$ cat src/rpr_pkg.sv
// rpr_pkg: shared constants for the resolver position register link
// assumes both ends compile against the same package
package rpr_pkg;
  localparam int          REG_AW         = 3;
  localparam int          DATA_W         = 16;
  localparam logic [2:0]  IDX_POS_LIVE   = 3'h0;
  localparam logic [2:0]  IDX_POS_STROBE = 3'h1;
  localparam logic [2:0]  IDX_STATUS     = 3'h2;
  localparam logic [2:0]  IDX_CONTROL    = 3'h3;
  localparam logic [2:0]  IDX_PERIOD     = 3'h4;
  localparam int          CTL_IRQ_EN_BIT = 0;
  localparam int          CTL_CLK_SRC_BIT = 6;
  localparam int          CTL_REARM_BIT  = 12;
  localparam logic [15:0] CONTROL_RESET  = 16'h0000;
  localparam logic [15:0] PERIOD_RESET   = 16'h0000;
  localparam int          CLK_HZ         = 100_000_000;
  localparam int          UNIT_US        = 500;
  localparam int          UNIT_CYCLES    = CLK_HZ / 1_000_000 * UNIT_US;
  localparam int          CCLK_DIV       = 50;
  localparam int          CCLK_LOSS_CYC  = 256;
  localparam int          CCLK_LOSS_W    = 9;
  localparam logic [11:0] APB_CMD        = 12'h000;
  localparam logic [11:0] APB_WDATA      = 12'h004;
  localparam logic [11:0] APB_RDATA      = 12'h008;
  localparam logic [11:0] APB_STATUS     = 12'h00C;
  localparam logic [11:0] APB_IRQCNT     = 12'h010;
endpackage : rpr_pkg
$ cat src/rpr_bp_if.sv
// rpr_bp_if: rack backplane between processor end and resolver module
// assumes testbench drives CLOCK; common clock resolved here from the device enable
`timescale 1ns/1ns
interface rpr_bp_if (input wire logic CLOCK);
  import rpr_pkg::*;
  logic [REG_AW-1:0] addr;
  logic              req;
  logic              wr;
  logic [DATA_W-1:0] wdata;
  logic [DATA_W-1:0] rdata;
  logic              ack;
  logic              berr;
  logic              irq;
  logic              cclk_o;
  logic              cclk_oe;
  logic              cclk_in;
  assign cclk_in = cclk_oe & cclk_o;
  modport device (input addr, req, wr, wdata, cclk_in,
                  output rdata, ack, berr, irq, cclk_o, cclk_oe);
  modport host (output addr, req, wr, wdata,
                input rdata, ack, berr, irq);
endinterface : rpr_bp_if

$ cat src/rpr_device.sv
// rpr_device: resolver module register side on the backplane
// assumes position word comes from converter logic on CLOCK;
// strobe and common clock are asynchronous and synchronised here
// Functional notes
// - registers 0 to 2 refuse host writes
// - position register write returns bus error
// - host uses interrupts only in local rack
// - period register sets conversion rate
// - one period unit is 500 microseconds
// - no conversions without backplane common clock
// - control bit 6 drives common clock out
// - indicator lit while common clock present
// - register 0 refreshed with latest position
// - strobe captures position into register 1
// - strobe ignored until control bit 12 rearms
//
// Decided for this implementation: register access over APB and the register addresses.
`timescale 1ns/1ns
module rpr_device
  import rpr_pkg::*;
(
  input  wire logic              CLOCK,
  input  wire logic              SYS_RST,
  rpr_bp_if.device               BP,
  input  wire logic [DATA_W-1:0] RESOLVER_POS,
  input  wire logic              STROBE_IN,
  input  wire logic              LOCAL_RACK,
  output logic                   SHARED_CLOCK_PRESENT_INDICATOR,
  output logic                   CONVERT_PULSE
);
  logic [DATA_W-1:0]      pos_live_q;
  logic [DATA_W-1:0]      pos_strobe_q;
  logic [DATA_W-1:0]      control_q;
  logic [DATA_W-1:0]      period_q;
  logic [DATA_W-1:0]      rdata_q;
  logic                   ack_q;
  logic                   berr_q;
  logic                   irq_q;
  logic                   armed_q;
  logic                   captured_q;
  logic [1:0]             strobe_sync_q;
  logic [1:0]             cclk_sync_q;
  logic [1:0]             rack_sync_q;
  logic                   strobe_prev_q;
  logic                   cclk_prev_q;
  logic                   present_q;
  logic [CCLK_LOSS_W-1:0] loss_cnt_q;
  logic [15:0]            unit_cnt_q;
  logic [15:0]            period_cnt_q;
  logic [7:0]             div_cnt_q;
  logic                   cclk_gen_q;
  logic                   unit_tick;
  logic                   conv;
  logic                   wr_acc;
  logic                   rd_acc;
  logic                   ro_hit;

  // register index decode shared by answer and refusal logic
  function automatic logic idx_mapped(input logic [REG_AW-1:0] idx);
    return idx <= IDX_PERIOD;
  endfunction : idx_mapped

  function automatic logic idx_read_only(input logic [REG_AW-1:0] idx);
    return idx <= IDX_STATUS;
  endfunction : idx_read_only

  assign wr_acc = BP.req & BP.wr & ~ack_q & ~berr_q;
  assign rd_acc = BP.req & ~BP.wr & ~ack_q & ~berr_q;
  assign ro_hit = idx_read_only(BP.addr);
  assign BP.ack = ack_q;
  assign BP.berr = berr_q;
  assign BP.rdata = rdata_q;
  assign BP.irq = irq_q;
  assign BP.cclk_o = cclk_gen_q;
  assign BP.cclk_oe = control_q[CTL_CLK_SRC_BIT];
  assign SHARED_CLOCK_PRESENT_INDICATOR = present_q;

  // bus answer one cycle after request; writes low three refused
  always_ff @(posedge CLOCK) begin
    if (SYS_RST) begin
      ack_q  <= 1'b0;
      berr_q <= 1'b0;
    end else begin
      ack_q  <= (rd_acc | (wr_acc & ~ro_hit)) & idx_mapped(BP.addr);
      berr_q <= (wr_acc & ro_hit) | ((wr_acc | rd_acc) & ~idx_mapped(BP.addr));
    end
  end

  always_ff @(posedge CLOCK) begin
    if (SYS_RST) begin
      rdata_q <= 16'h0000;
    end else if (rd_acc) begin
      case (BP.addr)
        IDX_POS_LIVE:   rdata_q <= pos_live_q;
        IDX_POS_STROBE: rdata_q <= pos_strobe_q;
        IDX_STATUS:     rdata_q <= {13'h0000, armed_q, captured_q, present_q};
        IDX_CONTROL:    rdata_q <= control_q;
        IDX_PERIOD:     rdata_q <= period_q;
        default:        rdata_q <= 16'h0000;
      endcase
    end
  end

  // control and period registers; rearm bit is write-only pulse
  always_ff @(posedge CLOCK) begin
    if (SYS_RST) begin
      control_q <= CONTROL_RESET;
      period_q  <= PERIOD_RESET;
    end else if (wr_acc) begin
      if (BP.addr == IDX_CONTROL) control_q <= BP.wdata & ~(16'h0001 << CTL_REARM_BIT);
      if (BP.addr == IDX_PERIOD) period_q <= BP.wdata;
    end
  end

  // common clock generator when this module is the source
  always_ff @(posedge CLOCK) begin
    if (SYS_RST) begin
      div_cnt_q  <= 8'h00;
      cclk_gen_q <= 1'b0;
    end else if (div_cnt_q == 8'(CCLK_DIV - 1)) begin
      div_cnt_q  <= 8'h00;
      cclk_gen_q <= ~cclk_gen_q;
    end else begin
      div_cnt_q <= div_cnt_q + 8'h01;
    end
  end

  // common clock presence: edges seen within loss window
  always_ff @(posedge CLOCK) begin
    if (SYS_RST) begin
      cclk_sync_q <= 2'b00;
      cclk_prev_q <= 1'b0;
      loss_cnt_q  <= '0;
      present_q   <= 1'b0;
    end else begin
      cclk_sync_q <= {cclk_sync_q[0], BP.cclk_in};
      cclk_prev_q <= cclk_sync_q[1];
      if (cclk_sync_q[1] != cclk_prev_q) begin
        loss_cnt_q <= '0;
        present_q  <= 1'b1;
      end else if (loss_cnt_q == CCLK_LOSS_W'(CCLK_LOSS_CYC - 1)) begin
        present_q <= 1'b0;
      end else begin
        loss_cnt_q <= loss_cnt_q + 1'b1;
      end
    end
  end

  // 500 us unit divider, held at zero while clock absent
  assign unit_tick = present_q && unit_cnt_q == 16'(UNIT_CYCLES - 1);
  always_ff @(posedge CLOCK) begin
    if (SYS_RST || !present_q) begin
      unit_cnt_q <= 16'h0000;
    end else if (unit_tick) begin
      unit_cnt_q <= 16'h0000;
    end else begin
      unit_cnt_q <= unit_cnt_q + 16'h0001;
    end
  end

  assign conv = unit_tick && period_q != 16'h0000 && period_cnt_q >= period_q - 16'h0001;
  always_ff @(posedge CLOCK) begin
    if (SYS_RST) begin
      period_cnt_q <= 16'h0000;
    end else if (conv) begin
      period_cnt_q <= 16'h0000;
    end else if (unit_tick) begin
      period_cnt_q <= period_cnt_q + 16'h0001;
    end
  end

  // rack strap pin synchronised before it gates interrupts
  always_ff @(posedge CLOCK) begin
    if (SYS_RST) begin
      rack_sync_q <= 2'h0;
    end else begin
      rack_sync_q <= {rack_sync_q[0], LOCAL_RACK};
    end
  end

  // conversion updates live position and interrupt
  always_ff @(posedge CLOCK) begin
    if (SYS_RST) begin
      pos_live_q    <= 16'h0000;
      irq_q         <= 1'b0;
      CONVERT_PULSE <= 1'b0;
    end else begin
      CONVERT_PULSE <= conv;
      if (conv) pos_live_q <= RESOLVER_POS;
      irq_q <= conv & control_q[CTL_IRQ_EN_BIT] & rack_sync_q[1];
    end
  end

  // strobe capture with rearm; rearm write loses to same-cycle strobe
  always_ff @(posedge CLOCK) begin
    if (SYS_RST) begin
      strobe_sync_q <= 2'b00;
      strobe_prev_q <= 1'b0;
      pos_strobe_q  <= 16'h0000;
      armed_q       <= 1'b1;
      captured_q    <= 1'b0;
    end else begin
      strobe_sync_q <= {strobe_sync_q[0], STROBE_IN};
      strobe_prev_q <= strobe_sync_q[1];
      if (armed_q && strobe_sync_q[1] && !strobe_prev_q) begin
        pos_strobe_q <= RESOLVER_POS;
        armed_q      <= 1'b0;
        captured_q   <= 1'b1;
      end else if (wr_acc && BP.addr == IDX_CONTROL && BP.wdata[CTL_REARM_BIT]) begin
        armed_q    <= 1'b1;
        captured_q <= 1'b0;
      end
    end
  end
endmodule : rpr_device

$ cat src/flat_wrapper.sv
// flat-port wrapper written by rule: the top's interface ports become plain ports
module rpr_device_flat import rpr_pkg::*;
  (CLOCK, SYS_RST, RESOLVER_POS, STROBE_IN, LOCAL_RACK, SHARED_CLOCK_PRESENT_INDICATOR, CONVERT_PULSE, BP_addr, BP_req, BP_wr, BP_wdata, BP_rdata, BP_ack, BP_berr, BP_irq, BP_cclk_o, BP_cclk_oe);
  rpr_bp_if BP_i (.CLOCK(CLOCK));
  input  wire logic CLOCK;
  input  wire logic SYS_RST;
  input  wire logic [DATA_W-1:0] RESOLVER_POS;
  input  wire logic STROBE_IN;
  input  wire logic LOCAL_RACK;
  output logic SHARED_CLOCK_PRESENT_INDICATOR;
  output logic CONVERT_PULSE;
  input wire logic [$bits(BP_i.addr)-1:0] BP_addr;
  input wire logic [$bits(BP_i.req)-1:0] BP_req;
  input wire logic [$bits(BP_i.wr)-1:0] BP_wr;
  input wire logic [$bits(BP_i.wdata)-1:0] BP_wdata;
  output wire logic [$bits(BP_i.rdata)-1:0] BP_rdata;
  output wire logic [$bits(BP_i.ack)-1:0] BP_ack;
  output wire logic [$bits(BP_i.berr)-1:0] BP_berr;
  output wire logic [$bits(BP_i.irq)-1:0] BP_irq;
  output wire logic [$bits(BP_i.cclk_o)-1:0] BP_cclk_o;
  output wire logic [$bits(BP_i.cclk_oe)-1:0] BP_cclk_oe;
  assign BP_i.addr = BP_addr;
  assign BP_i.req = BP_req;
  assign BP_i.wr = BP_wr;
  assign BP_i.wdata = BP_wdata;
  assign BP_rdata = BP_i.rdata;
  assign BP_ack = BP_i.ack;
  assign BP_berr = BP_i.berr;
  assign BP_irq = BP_i.irq;
  assign BP_cclk_o = BP_i.cclk_o;
  assign BP_cclk_oe = BP_i.cclk_oe;
  rpr_device u_core (.CLOCK(CLOCK), .SYS_RST(SYS_RST), .BP(BP_i), .RESOLVER_POS(RESOLVER_POS), .STROBE_IN(STROBE_IN), .LOCAL_RACK(LOCAL_RACK), .SHARED_CLOCK_PRESENT_INDICATOR(SHARED_CLOCK_PRESENT_INDICATOR), .CONVERT_PULSE(CONVERT_PULSE));
endmodule
$ cat config.mk
export PLATFORM = sky130hd
export DESIGN_NAME = rpr_device_flat
export DESIGN_NICKNAME = d
export VERILOG_FILES = /design/src/rpr_pkg.sv /design/src/rpr_bp_if.sv /design/src/rpr_device.sv /design/src/flat_wrapper.sv
export SDC_FILE = /design/constraint.sdc
export NUM_CORES = 1
export LEC_CHECK = 0
export ABC_AREA = 1
export CAP_MARGIN = 20
export CORE_UTILIZATION = 60
export DETAILED_ROUTE_END_ITERATION = 10
export DONT_BUFFER_PORTS = 1
export PLACE_DENSITY = 0.76
export SLEW_MARGIN = 30
export SYNTH_ARGS = -nofsm -noshare
export SYNTH_HDL_FRONTEND = slang
export SYNTH_SLANG_ARGS = --single-unit
$ cat constraint.sdc
create_clock -name CLOCK -period 4.9 [get_ports CLOCK]
set_input_delay 0.735 -clock CLOCK [delete_from_list [all_inputs] [get_ports CLOCK]]
set_output_delay 0.735 -clock CLOCK [all_outputs]
set_load 0.02 [all_outputs]
==> results of run 1 <==
-- power groups by stage --
stage / Clock (uW) / Combinational, uW / Sequential, uW
floorplan: 0 / 112 / 1230
global placement: 0 / 128 / 1230
detailed placement: 0 / 136 / 1230
CTS: 1350 / 138 / 1210
global route: 1390 / 158 / 1210
finish: 1340 / 139 / 1210
-- through the flow --
stage | utilization, % | setup slack, ns | hold WS [ns] | power [uW] | std cells
6_report | 67.9 | 1.38 | 0.372 | 2690 | 1084
5_1_grt | 67.9 | 1.09 | 0.360 | 2760 | 1084
4_1_cts | 67.8 | 1.49 | 0.363 | 2690 | 1084
3_5_place_dp | 62.3 | 1.57 | 0.400 | 1370 | 1052
3_3_place_gp | 62.2 | 1.76 | 0.395 | 1360 | 1052
2_1_floorplan | - | 2.39 | 0.388 | 1340 | 943
-- worst max-delay path by stage --
stage / cells past startpoint / end / slack (ns)
2_1_floorplan: 17 / u_core.period_cnt_q[10] / 2.39
3_3_place_gp: 16 / u_core.period_cnt_q[5] / 1.76
3_5_place_dp: 15 / u_core.period_cnt_q[14] / 1.57
4_1_cts: 15 / u_core.period_cnt_q[5] / 1.49
5_1_grt: 15 / u_core.period_cnt_q[15] / 1.09
6_report: 15 / u_core.period_cnt_q[5] / 1.38
-- per-layer routing --
metal  vias to the layer above  part of all wire [%]
met4                         0                   2.0
li1                       3045                     -
met2                       225                    48
met5                         -                     0
met3                        35                   8.6
met1                      2851                    42
-- logic make-up (layout without fill, tap and decap cells) --
logic type	count (synthesis)	count (layout)
simple gates	444	444
compound gates	170	170
flops	144	144
buf+inv	129	130
xor+xnor	33	33
fa+ha+maj	23	23
-- synthesized netlist by cell type (all sizes together) --
master  number  area (um^2)
or2          4         25.0
nor2       159          612
a22o        12          105
o211ai       5         37.5
and3         2         12.5
nor4         1         6.26
xor2        31          272
inv         95          357
nand2      180          693
nand3       42          215
a21boi       1         7.51
xnor2        2         17.5
clkinv       2         7.51
nor3b        4         35.0
a21oi       61          305
ha          23          288
o31ai        1         7.51
nand4       28          175
nor3        22          125
o22ai        1         6.26
buf         17          118
clkbuf      15         56.3
dfxtp      144         2880
o21ai       89          445
nand3b       2         15.0
-- registers in the layout (all words and copies together) (netlist names), 8 cells and up --
name                 cells
u_core.BP.rdata         16
u_core.control_q        15
u_core.div_cnt_q         8
u_core.loss_cnt_q        9
u_core.period_cnt_q     16
u_core.period_q         16
u_core.pos_live_q       16
u_core.pos_strobe_q     16
u_core.unit_cnt_q       16
-- cell usage in the layout, fill, tap and decap left out, types with 4 or more instances in the layout --
master,synthesis,layout
a22o_1,12,12
nor2_2,3,5
o21ai_0,88,88
a21oi_1,61,61
or2_2,4,4
nand2_1,177,177
nand4_1,28,28
clkbuf_16,0,17
xor2_1,31,31
ha_1,23,23
inv_1,93,93
nand3_1,41,41
dfxtp_1,144,144
clkinv_2,0,4
nor3_1,19,19
nor2_1,155,153
o211ai_1,5,5
-- area by class of cell --
class	instances	area, um^2
Sequential cell	144	2880
Tap cell	140	175
Timing Repair Buffer	1	7.51
Multi-Input combinational cell	670	3410
Fill cell	919	3530
Clock buffer	19	453
Clock inverter	13	159
Inverter	97	367
==> results.sh, run 1 <==
export IMPL_status="finished clean"
export IMPL_cts_inserted_buffers=17
export IMPL_synth_warnings=0
export IMPL_synth_compound_area_share_pct=13.4
export IMPL_clk_pin_slew_worst_paths_ns=0.06
export IMPL_maxCapViolCount=0
export IMPL_rsz0062_at_grt="no"
export IMPL_postCtsHoldBufs=0
export IMPL_arrival_ns=3.84
export IMPL_via_per_inst=5.68
export IMPL_antenna_found_initial=0
export IMPL_synth_adder_area_share_pct=4.22
export IMPL_h_tree_depth=4
export IMPL_wl_per_cell_um=15.6
export IMPL_n_antenna_cell=0
export IMPL_cts_tree="built"
export IMPL_synth_seq_cells=144
export IMPL_maxSlewHeadroom_pct=49.6
export IMPL_fin_nets=995
export IMPL_syn_area_mm2=0.00683
export IMPL_ir_worst_vdd_v=0.000315
export IMPL_synth_top_family_by_area="simple AND/OR/NAND/NOR gates"
export IMPL_swShare_pct=23.3
export IMPL_cp_required_ns=5.21
export IMPL_synth_nets=1007
export IMPL_syn_inst=943
export IMPL_p_int_uw=2060
export IMPL_power_switching_uw=627
export IMPL_gp_congestion=0.917
export IMPL_synth_simple_area_share_pct=28.0
export IMPL_drv_slew=0
export IMPL_drt_total_wl_mm=16.9
export IMPL_r2r_cells=15
export IMPL_ys_seq_area_share_pct=42.2
export IMPL_grt_pass1_wl_mm=26.9
export IMPL_die_y_um=109
export IMPL_first_pass_iters=5
export IMPL_use_met3_pct=7.41
export IMPL_worst_slew_pin_slew_ns=0.756
export IMPL_grt_usage_pct=29.7
export IMPL_grtUsageMet1_pct=37.1
export IMPL_dpl_cell_area_mm2=0.00684
export IMPL_fin_skew_ns=0.00729
export IMPL_die_area_mm2=0.0118
export IMPL_period_share_pct=71.9
export IMPL_hpwl_mm=11.9
export IMPL_worst_setup_path_type="reg -> reg"
export IMPL_clockBufferDepth=2
export IMPL_vias=6156
export IMPL_rr_startpoint="u_core.period_q[0]"
export IMPL_initial_core_util_pct=62.2
export IMPL_path_buf_inv=2
export IMPL_grt_pass1_vias=5765
export IMPL_crit_start="u_core.period_q[0]"
export IMPL_portBuffers=0
export IMPL_drive_above_1_share_pct=5.61
export IMPL_critPathLaunchType="register"
export IMPL_sequentialPowerShare_pct=44.9
export IMPL_setup_tns_ns=0
export IMPL_synthDistinctLibCells=37
export IMPL_holdPathEnd="u_core.strobe_sync_q[1]"
export IMPL_setup_viol=0
export IMPL_design_core_area_mm2=0.0110
export IMPL_insertion_delay_ns=0.43
export IMPL_design_area_mm2=0.00745
export IMPL_r2r_end="u_core.period_cnt_q[5]"
export IMPL_postCtsSetupBuffers=0
export IMPL_hold_class="in -> reg"
export IMPL_rows=38
export IMPL_hold_start="SYS_RST"
export IMPL_overflow=0
export IMPL_drt_initial_drc_count=594
export IMPL_ant_nets=0
export IMPL_chipWidth_um=109
export IMPL_p_comb_share_pct=5.2
export IMPL_path_max_fanout=18
export IMPL_cts_resized=0
export IMPL_grt_busiest_layer="met2"
export IMPL_grt_start_max_net_pins=83
export IMPL_cp_slowest_cell="nand2_1"
export IMPL_cp_top_family="simple AND/OR/NAND/NOR gates"
export IMPL_r2r_slack_ns=1.38
export IMPL_clock_sinks=144
export IMPL_synth_area_mux_share_pct=0
export IMPL_crit_path_end_kind="register"
export IMPL_slowest_delay_ns=0.57
export IMPL_cts_root_buf="clkbuf_16"
export IMPL_static_leakage_power_uw=0.00311
export IMPL_crit_chain="inv_1, ha_1, nand3_1, nor2_1, nand3_1, xor2_1, inv_1, ha_1, nand2_1, o21ai_0, a21oi_1, nand2_1, nand2_4, nand2_4, nor2_1"
export IMPL_yosys_area_share_xor_xnor_pct=4.23
export IMPL_io_pins=64
export IMPL_final_hold_violation_count=0
export IMPL_holdPathStages=1
export IMPL_finalCriticalPeriod_ns=3.52
export IMPL_powerDensity_mw_per_mm2=361
export IMPL_areaGrowthSynthToFinish_pct=9.20
export IMPL_p_clk_share_pct=50.0
export IMPL_fmax_mhz=284
export IMPL_syn_area_per_cell_um2=7.24
export IMPL_met2_usage_pct=49.0
export IMPL_drc=0
Power figures use the tool's default switching activity.
==> run 2, diff against run 1 <==
--- a/config.mk
+++ b/config.mk
@@ -7,10 +7,10 @@
 export LEC_CHECK = 0
 export ABC_AREA = 1
 export CAP_MARGIN = 20
-export CORE_UTILIZATION = 60
+export CORE_UTILIZATION = 57
 export DETAILED_ROUTE_END_ITERATION = 10
 export DONT_BUFFER_PORTS = 1
-export PLACE_DENSITY = 0.76
+export PLACE_DENSITY = 0.75
 export SLEW_MARGIN = 30
 export SYNTH_ARGS = -nofsm -noshare
 export SYNTH_HDL_FRONTEND = slang
==> constraint.sdc (replaced) <==
create_clock -name CLOCK -period 3 [get_ports CLOCK]
set_input_delay 0.45 -clock CLOCK [delete_from_list [all_inputs] [get_ports CLOCK]]
set_output_delay 0.45 -clock CLOCK [all_outputs]
set_load 0.02 [all_outputs]
==> results.sh, run 2 (synthesis gave the netlist of run 1 again) <==
export IMPL_fmax_mhz=373
export IMPL_design_area_mm2=0.00753
export IMPL_p_int_uw=3360
export IMPL_drt_total_wl_mm=15.8
export IMPL_grt_start_max_net_pins=57
export IMPL_cp_required_ns=3.31
export IMPL_io_pins=64
export IMPL_status="finished, violations left"
export IMPL_finalCriticalPeriod_ns=2.68
export IMPL_portBuffers=0
export IMPL_pre_cts_slack_ns=0.250
export IMPL_sequentialPowerShare_pct=45.5
export IMPL_grt_pass1_wl_mm=25.9
export IMPL_die_area_mm2=0.0124
export IMPL_ant_nets=0
export IMPL_cts_root_buf="clkbuf_16"
export IMPL_hold_class="in -> reg"
export IMPL_rsz0062_at_grt="no"
export IMPL_ir_worst_vdd_v=0.000394
export IMPL_cp_top_family="simple AND/OR/NAND/NOR gates"
export IMPL_cpMostUsedCell="nand2_1"
export IMPL_via_per_inst=5.44
export IMPL_gp_congestion=0.851
export IMPL_design_core_area_mm2=0.0116
export IMPL_crit_chain="nor2_1, nand2_1, nor2_2, nand2_1, nor3_2, nand3_1, xor2_1, inv_1, ha_1, nand2_1, nor3_1, nand2_1, nand2_1, nand2_4, buf_12, nand3_1, nand2_1"
export IMPL_period_share_pct=89.3
export IMPL_cts_tree="built"
export IMPL_violations="DRC"
export IMPL_path_buf_inv=2
export IMPL_clock_sinks=144
export IMPL_final_cell_mix="nand2_1 (177), nor2_1 (154), dfxtp_1 (144), inv_1 (93), o21ai_0 (88)"
export IMPL_power_switching_uw=966
export IMPL_clockBufferDepth=2
export IMPL_powerDensity_mw_per_mm2=575
export IMPL_worst_slack_ns=0.320
export IMPL_whs_ns=0.0959
export IMPL_vias=5954
export IMPL_final_hold_violation_count=0
export IMPL_overflow=0
export IMPL_maxSlewHeadroom_pct=53.2
export IMPL_dpl_cell_area_mm2=0.00690
export IMPL_maxCapViolCount=0
export IMPL_mostFrequentLayoutCell="nand2_1"
export IMPL_fin_nets=1003
export IMPL_first_pass_iters=8
export IMPL_initial_core_util_pct=59.0
export IMPL_drv_slew=0
export IMPL_clk_pin_slew_worst_paths_ns=0.06
export IMPL_cts_inserted_buffers=17
export IMPL_p_comb_share_pct=5.3
export IMPL_areaGrowthSynthToFinish_pct=10.4
export IMPL_drt_initial_drc_count=565
export IMPL_critPathLaunchType="register"
export IMPL_grt_usage_pct=26.4
export IMPL_fin_skew_ns=0.00572
export IMPL_h_tree_depth=4
export IMPL_crit_path_end_kind="register"
export IMPL_slowest_delay_ns=0.34
export IMPL_n_antenna_cell=0
export IMPL_drc=5
export IMPL_worst_slew_pin_slew_ns=0.701
export IMPL_postCtsHoldBufs=0
export IMPL_path_max_fanout=16
export IMPL_arrival_ns=2.99
export IMPL_worst_setup_path_type="reg -> reg"
export IMPL_grt_pass1_vias=5326
export IMPL_swShare_pct=22.3
export IMPL_drive_above_1_share_pct=5.99
export IMPL_antenna_found_initial=0
export IMPL_rows=39
export IMPL_final_core_util_pct=65.2
export IMPL_hpwl_mm=11.1
export IMPL_chipWidth_um=111
export IMPL_static_leakage_power_uw=0.00316
export IMPL_setup_tns_ns=0
export IMPL_setup_viol=0
export IMPL_cp_slowest_cell="dfxtp_1"
export IMPL_p_clk_share_pct=49.2
export IMPL_wl_per_cell_um=14.4
export IMPL_die_y_um=111
export IMPL_insertion_delay_ns=0.42
## run 2: metal layers
metal | wire (um) | GRT usage, %
met1 | 7180 | 34.6
met4 | 339 | 11.0
met3 | 1190 | 7.62
met2 | 7060 | 40.8
met5 | 0 | 0
## run 2: power by group through the flow
stage | registers [uW] | clock network, uW | logic, uW
2_1_floorplan | 2010 | 0 | 183
3_3_place_gp | 2010 | 0 | 219
3_5_place_dp | 2010 | 0 | 224
4_1_cts | 1970 | 2160 | 225
5_1_grt | 1970 | 2240 | 259
6_report | 1970 | 2130 | 228
## run 2: final timing paths
kind,startpoint,endpoint,slack [ns],depth (start not counted)
worst max-delay path,u_core.period_q[2],u_core.pos_live_q[13],0.32,17
worst min-delay path,SYS_RST,u_core.strobe_sync_q[0],0.1,1
worst max register to register,u_core.period_q[2],u_core.pos_live_q[13],0.32,17
worst min register to register,u_core.strobe_sync_q[0],u_core.strobe_sync_q[1],0.40,2
## run 2: timing repair
item	in CTS	in global routing
endpoints found under the setup margin	0	32
buffers inserted	0	1
resized for setup	0	2
## run 2: cell type report
class | instances | area (um^2)
Clock buffer | 25 | 505
Clock inverter | 7 | 98.8
Fill cell | 1017 | 4030
Inverter | 97 | 364
Multi-Input combinational cell | 670 | 3410
Sequential cell | 144 | 2880
Tap cell | 143 | 179
Timing Repair Buffer | 9 | 96.3
## run 2: metrics by stage
step | power [uW] | std cells
after CTS | 4350 | 1094
after detailed placement | 2240 | 1062
after global routing | 4480 | 1095
final | 4330 | 1095
after global placement | 2230 | 1062
after floorplan | 2190 | 943
==> run 3, diff against run 2 <==
--- a/config.mk
+++ b/config.mk
@@ -7,10 +7,11 @@
 export LEC_CHECK = 0
 export ABC_AREA = 1
 export CAP_MARGIN = 20
-export CORE_UTILIZATION = 57
+export CORE_UTILIZATION = 60
+export CTS_BUF_LIST = sky130_fd_sc_hd__clkbuf_8
 export DETAILED_ROUTE_END_ITERATION = 10
 export DONT_BUFFER_PORTS = 1
-export PLACE_DENSITY = 0.75
+export PLACE_DENSITY = 0.79
 export SLEW_MARGIN = 30
 export SYNTH_ARGS = -nofsm -noshare
 export SYNTH_HDL_FRONTEND = slang
==> results.sh, run 3 (synthesis gave the netlist of run 1 again) <==
export IMPL_worst_slack_ns=0.243
export IMPL_crit_chain="inv_1, ha_2, nand3_1, nor2_2, nand3_1, xor2_1, inv_1, ha_1, nand2_1, o21ai_0, a21oi_1, nand2_2, buf_6, nand4_1, nand2_1"
export IMPL_rows=38
export IMPL_total_power_uw=4100
export IMPL_path_max_fanout=16
export IMPL_antenna_found_initial=0
export IMPL_status="finished clean"
export IMPL_arrival_ns=3.10
export IMPL_drt_met1_wl_mm=7.05
export IMPL_pre_cts_slack_ns=0.228
export IMPL_clk_pin_slew_worst_paths_ns=0.08
export IMPL_finalCriticalPeriod_ns=2.76
export IMPL_cp_slowest_cell="dfxtp_1"
export IMPL_regArea_mm2=0.00288
export IMPL_via_per_inst=5.54
export IMPL_overflow=0
export IMPL_slowest_delay_ns=0.35
export IMPL_worst_slew_pin_slew_ns=0.863
export IMPL_grt_pass1_vias=5506
export IMPL_ir_worst_vdd_v=0.000717
export IMPL_static_leakage_power_uw=0.00310
export IMPL_gp_congestion=0.840
export IMPL_crit_path_end_kind="register"
export IMPL_final_cells=1094
export IMPL_grt_start_max_net_pins=72
export IMPL_period_share_pct=91.9
export IMPL_vias=6062
export IMPL_die_y_um=109
export IMPL_postCtsHoldBufs=0
export IMPL_clockBufferDepth=2
export IMPL_whs_ns=0.0516
export IMPL_wl_met2_mm=7.67
export IMPL_grt_usage_pct=28.2
export IMPL_initial_core_util_pct=62.2
export IMPL_n_antenna_cell=0
export IMPL_drc=0
export IMPL_areaGrowthSynthToFinish_pct=8.91
export IMPL_highest_layer="met4"
export IMPL_postCtsSetupBuffers=0
export IMPL_nFillCells=940
export IMPL_die_area_mm2=0.0118
export IMPL_fin_skew_ns=0.00956
export IMPL_critPathLaunchType="register"
export IMPL_maxCapViolCount=0
export IMPL_chipWidth_um=109
export IMPL_cts_tree="built"
export IMPL_drt_total_wl_mm=16.4
export IMPL_maxSlewHeadroom_pct=42.5
export IMPL_hold_class="in -> reg"
export IMPL_drv_slew=0
export IMPL_cts_inserted_buffers=17
export IMPL_wl_per_cell_um=15.0
export IMPL_fin_nets=1005
export IMPL_grt_pass1_wl_mm=25.6
export IMPL_setup_viol=0
export IMPL_mostFrequentLayoutCell="nand2_1"
export IMPL_worst_setup_path_type="reg -> reg"
export IMPL_portBuffers=0
export IMPL_first_pass_iters=5
export IMPL_final_core_util_pct=67.7
export IMPL_fmax_mhz=363
export IMPL_met3WireLength_mm=1.31
export IMPL_cts_root_buf="clkbuf_8"
export IMPL_insertion_delay_ns=0.46
export IMPL_final_cell_mix="nand2_1 (176), nor2_1 (153), dfxtp_1 (144), inv_1 (93), o21ai_0 (88)"
export IMPL_clock_sinks=144
export IMPL_final_hold_violation_count=0
export IMPL_multi_input_area_mm2=0.00345
export IMPL_hpwl_mm=11.3
export IMPL_drive_above_1_share_pct=6.92
export IMPL_cp_required_ns=3.35
export IMPL_powerDensity_mw_per_mm2=551
export IMPL_ant_nets=0
export IMPL_drt_initial_drc_count=389
export IMPL_place_inst=1060
export IMPL_io_pins=64
export IMPL_h_tree_depth=4
export IMPL_design_core_area_mm2=0.0110
## run 3: final timing paths
kind / slack (ns) / depth (start not counted) / end / from
setup / recovery: 0.24 / 15 / u_core.pos_live_q[3] / u_core.period_q[0]
hold / removal: 0.05 / 1 / u_core.rack_sync_q[1] / SYS_RST
setup reg to reg: 0.24 / 15 / u_core.pos_live_q[3] / u_core.period_q[0]
hold reg to reg: 0.40 / 2 / u_core.rack_sync_q[1] / u_core.rack_sync_q[0]
## run 3: timing repair
item	in CTS	in global routing
gates resized for setup	0	8
hold endpoints to repair	0	0
endpoints found under the setup margin	0	32
## run 3: area by class of cell
class | count | share of cell area, %
multi-input cells | 672 | 46.4
flip-flops and latches | 144 | 38.8
inverters | 97 | 4.91
clock buffers | 19 | 3.52
clock inverters | 13 | 3.11
well taps | 140 | 2.36
repair buffers | 9 | 0.959
## run 3: per-layer routing
metal,track usage (%),vias to the layer above
met5,0,-
met4,10.0,0
met3,9.32,39
met2,45.4,188
met1,35.2,2756
li1,-,3079
## run 3: where the power goes
| part | switching, uW | total [uW] | internal, uW | leakage, uW |
|---|---|---|---|---|
| Combinational | 154 | 232 | 78.2 | 0.00169 |
| Sequential | 25.0 | 1970 | 1940 | 0.00117 |
| Clock | 775 | 1900 | 1120 | 0.000243 |
## run 3: stage by stage
step,area (um^2),TNS [ns]
3_3_place_gp,6900,0
3_5_place_dp,6900,0
6_report,7430,0
5_1_grt,7430,-0.0237
2_1_floorplan,6830,0
4_1_cts,7390,0
## run 3: worst max-delay path: cells and delay by family (launching register included)
| family | cells | cell delay (ns) |
|---|---|---|
| xor+xnor | 1 | 0.17 |
| fa+ha+maj | 2 | 0.50 |
| simple gates | 7 | 0.92 |
| buf+inv | 3 | 0.41 |
| flops | 1 | 0.35 |
| compound gates | 2 | 0.28 |
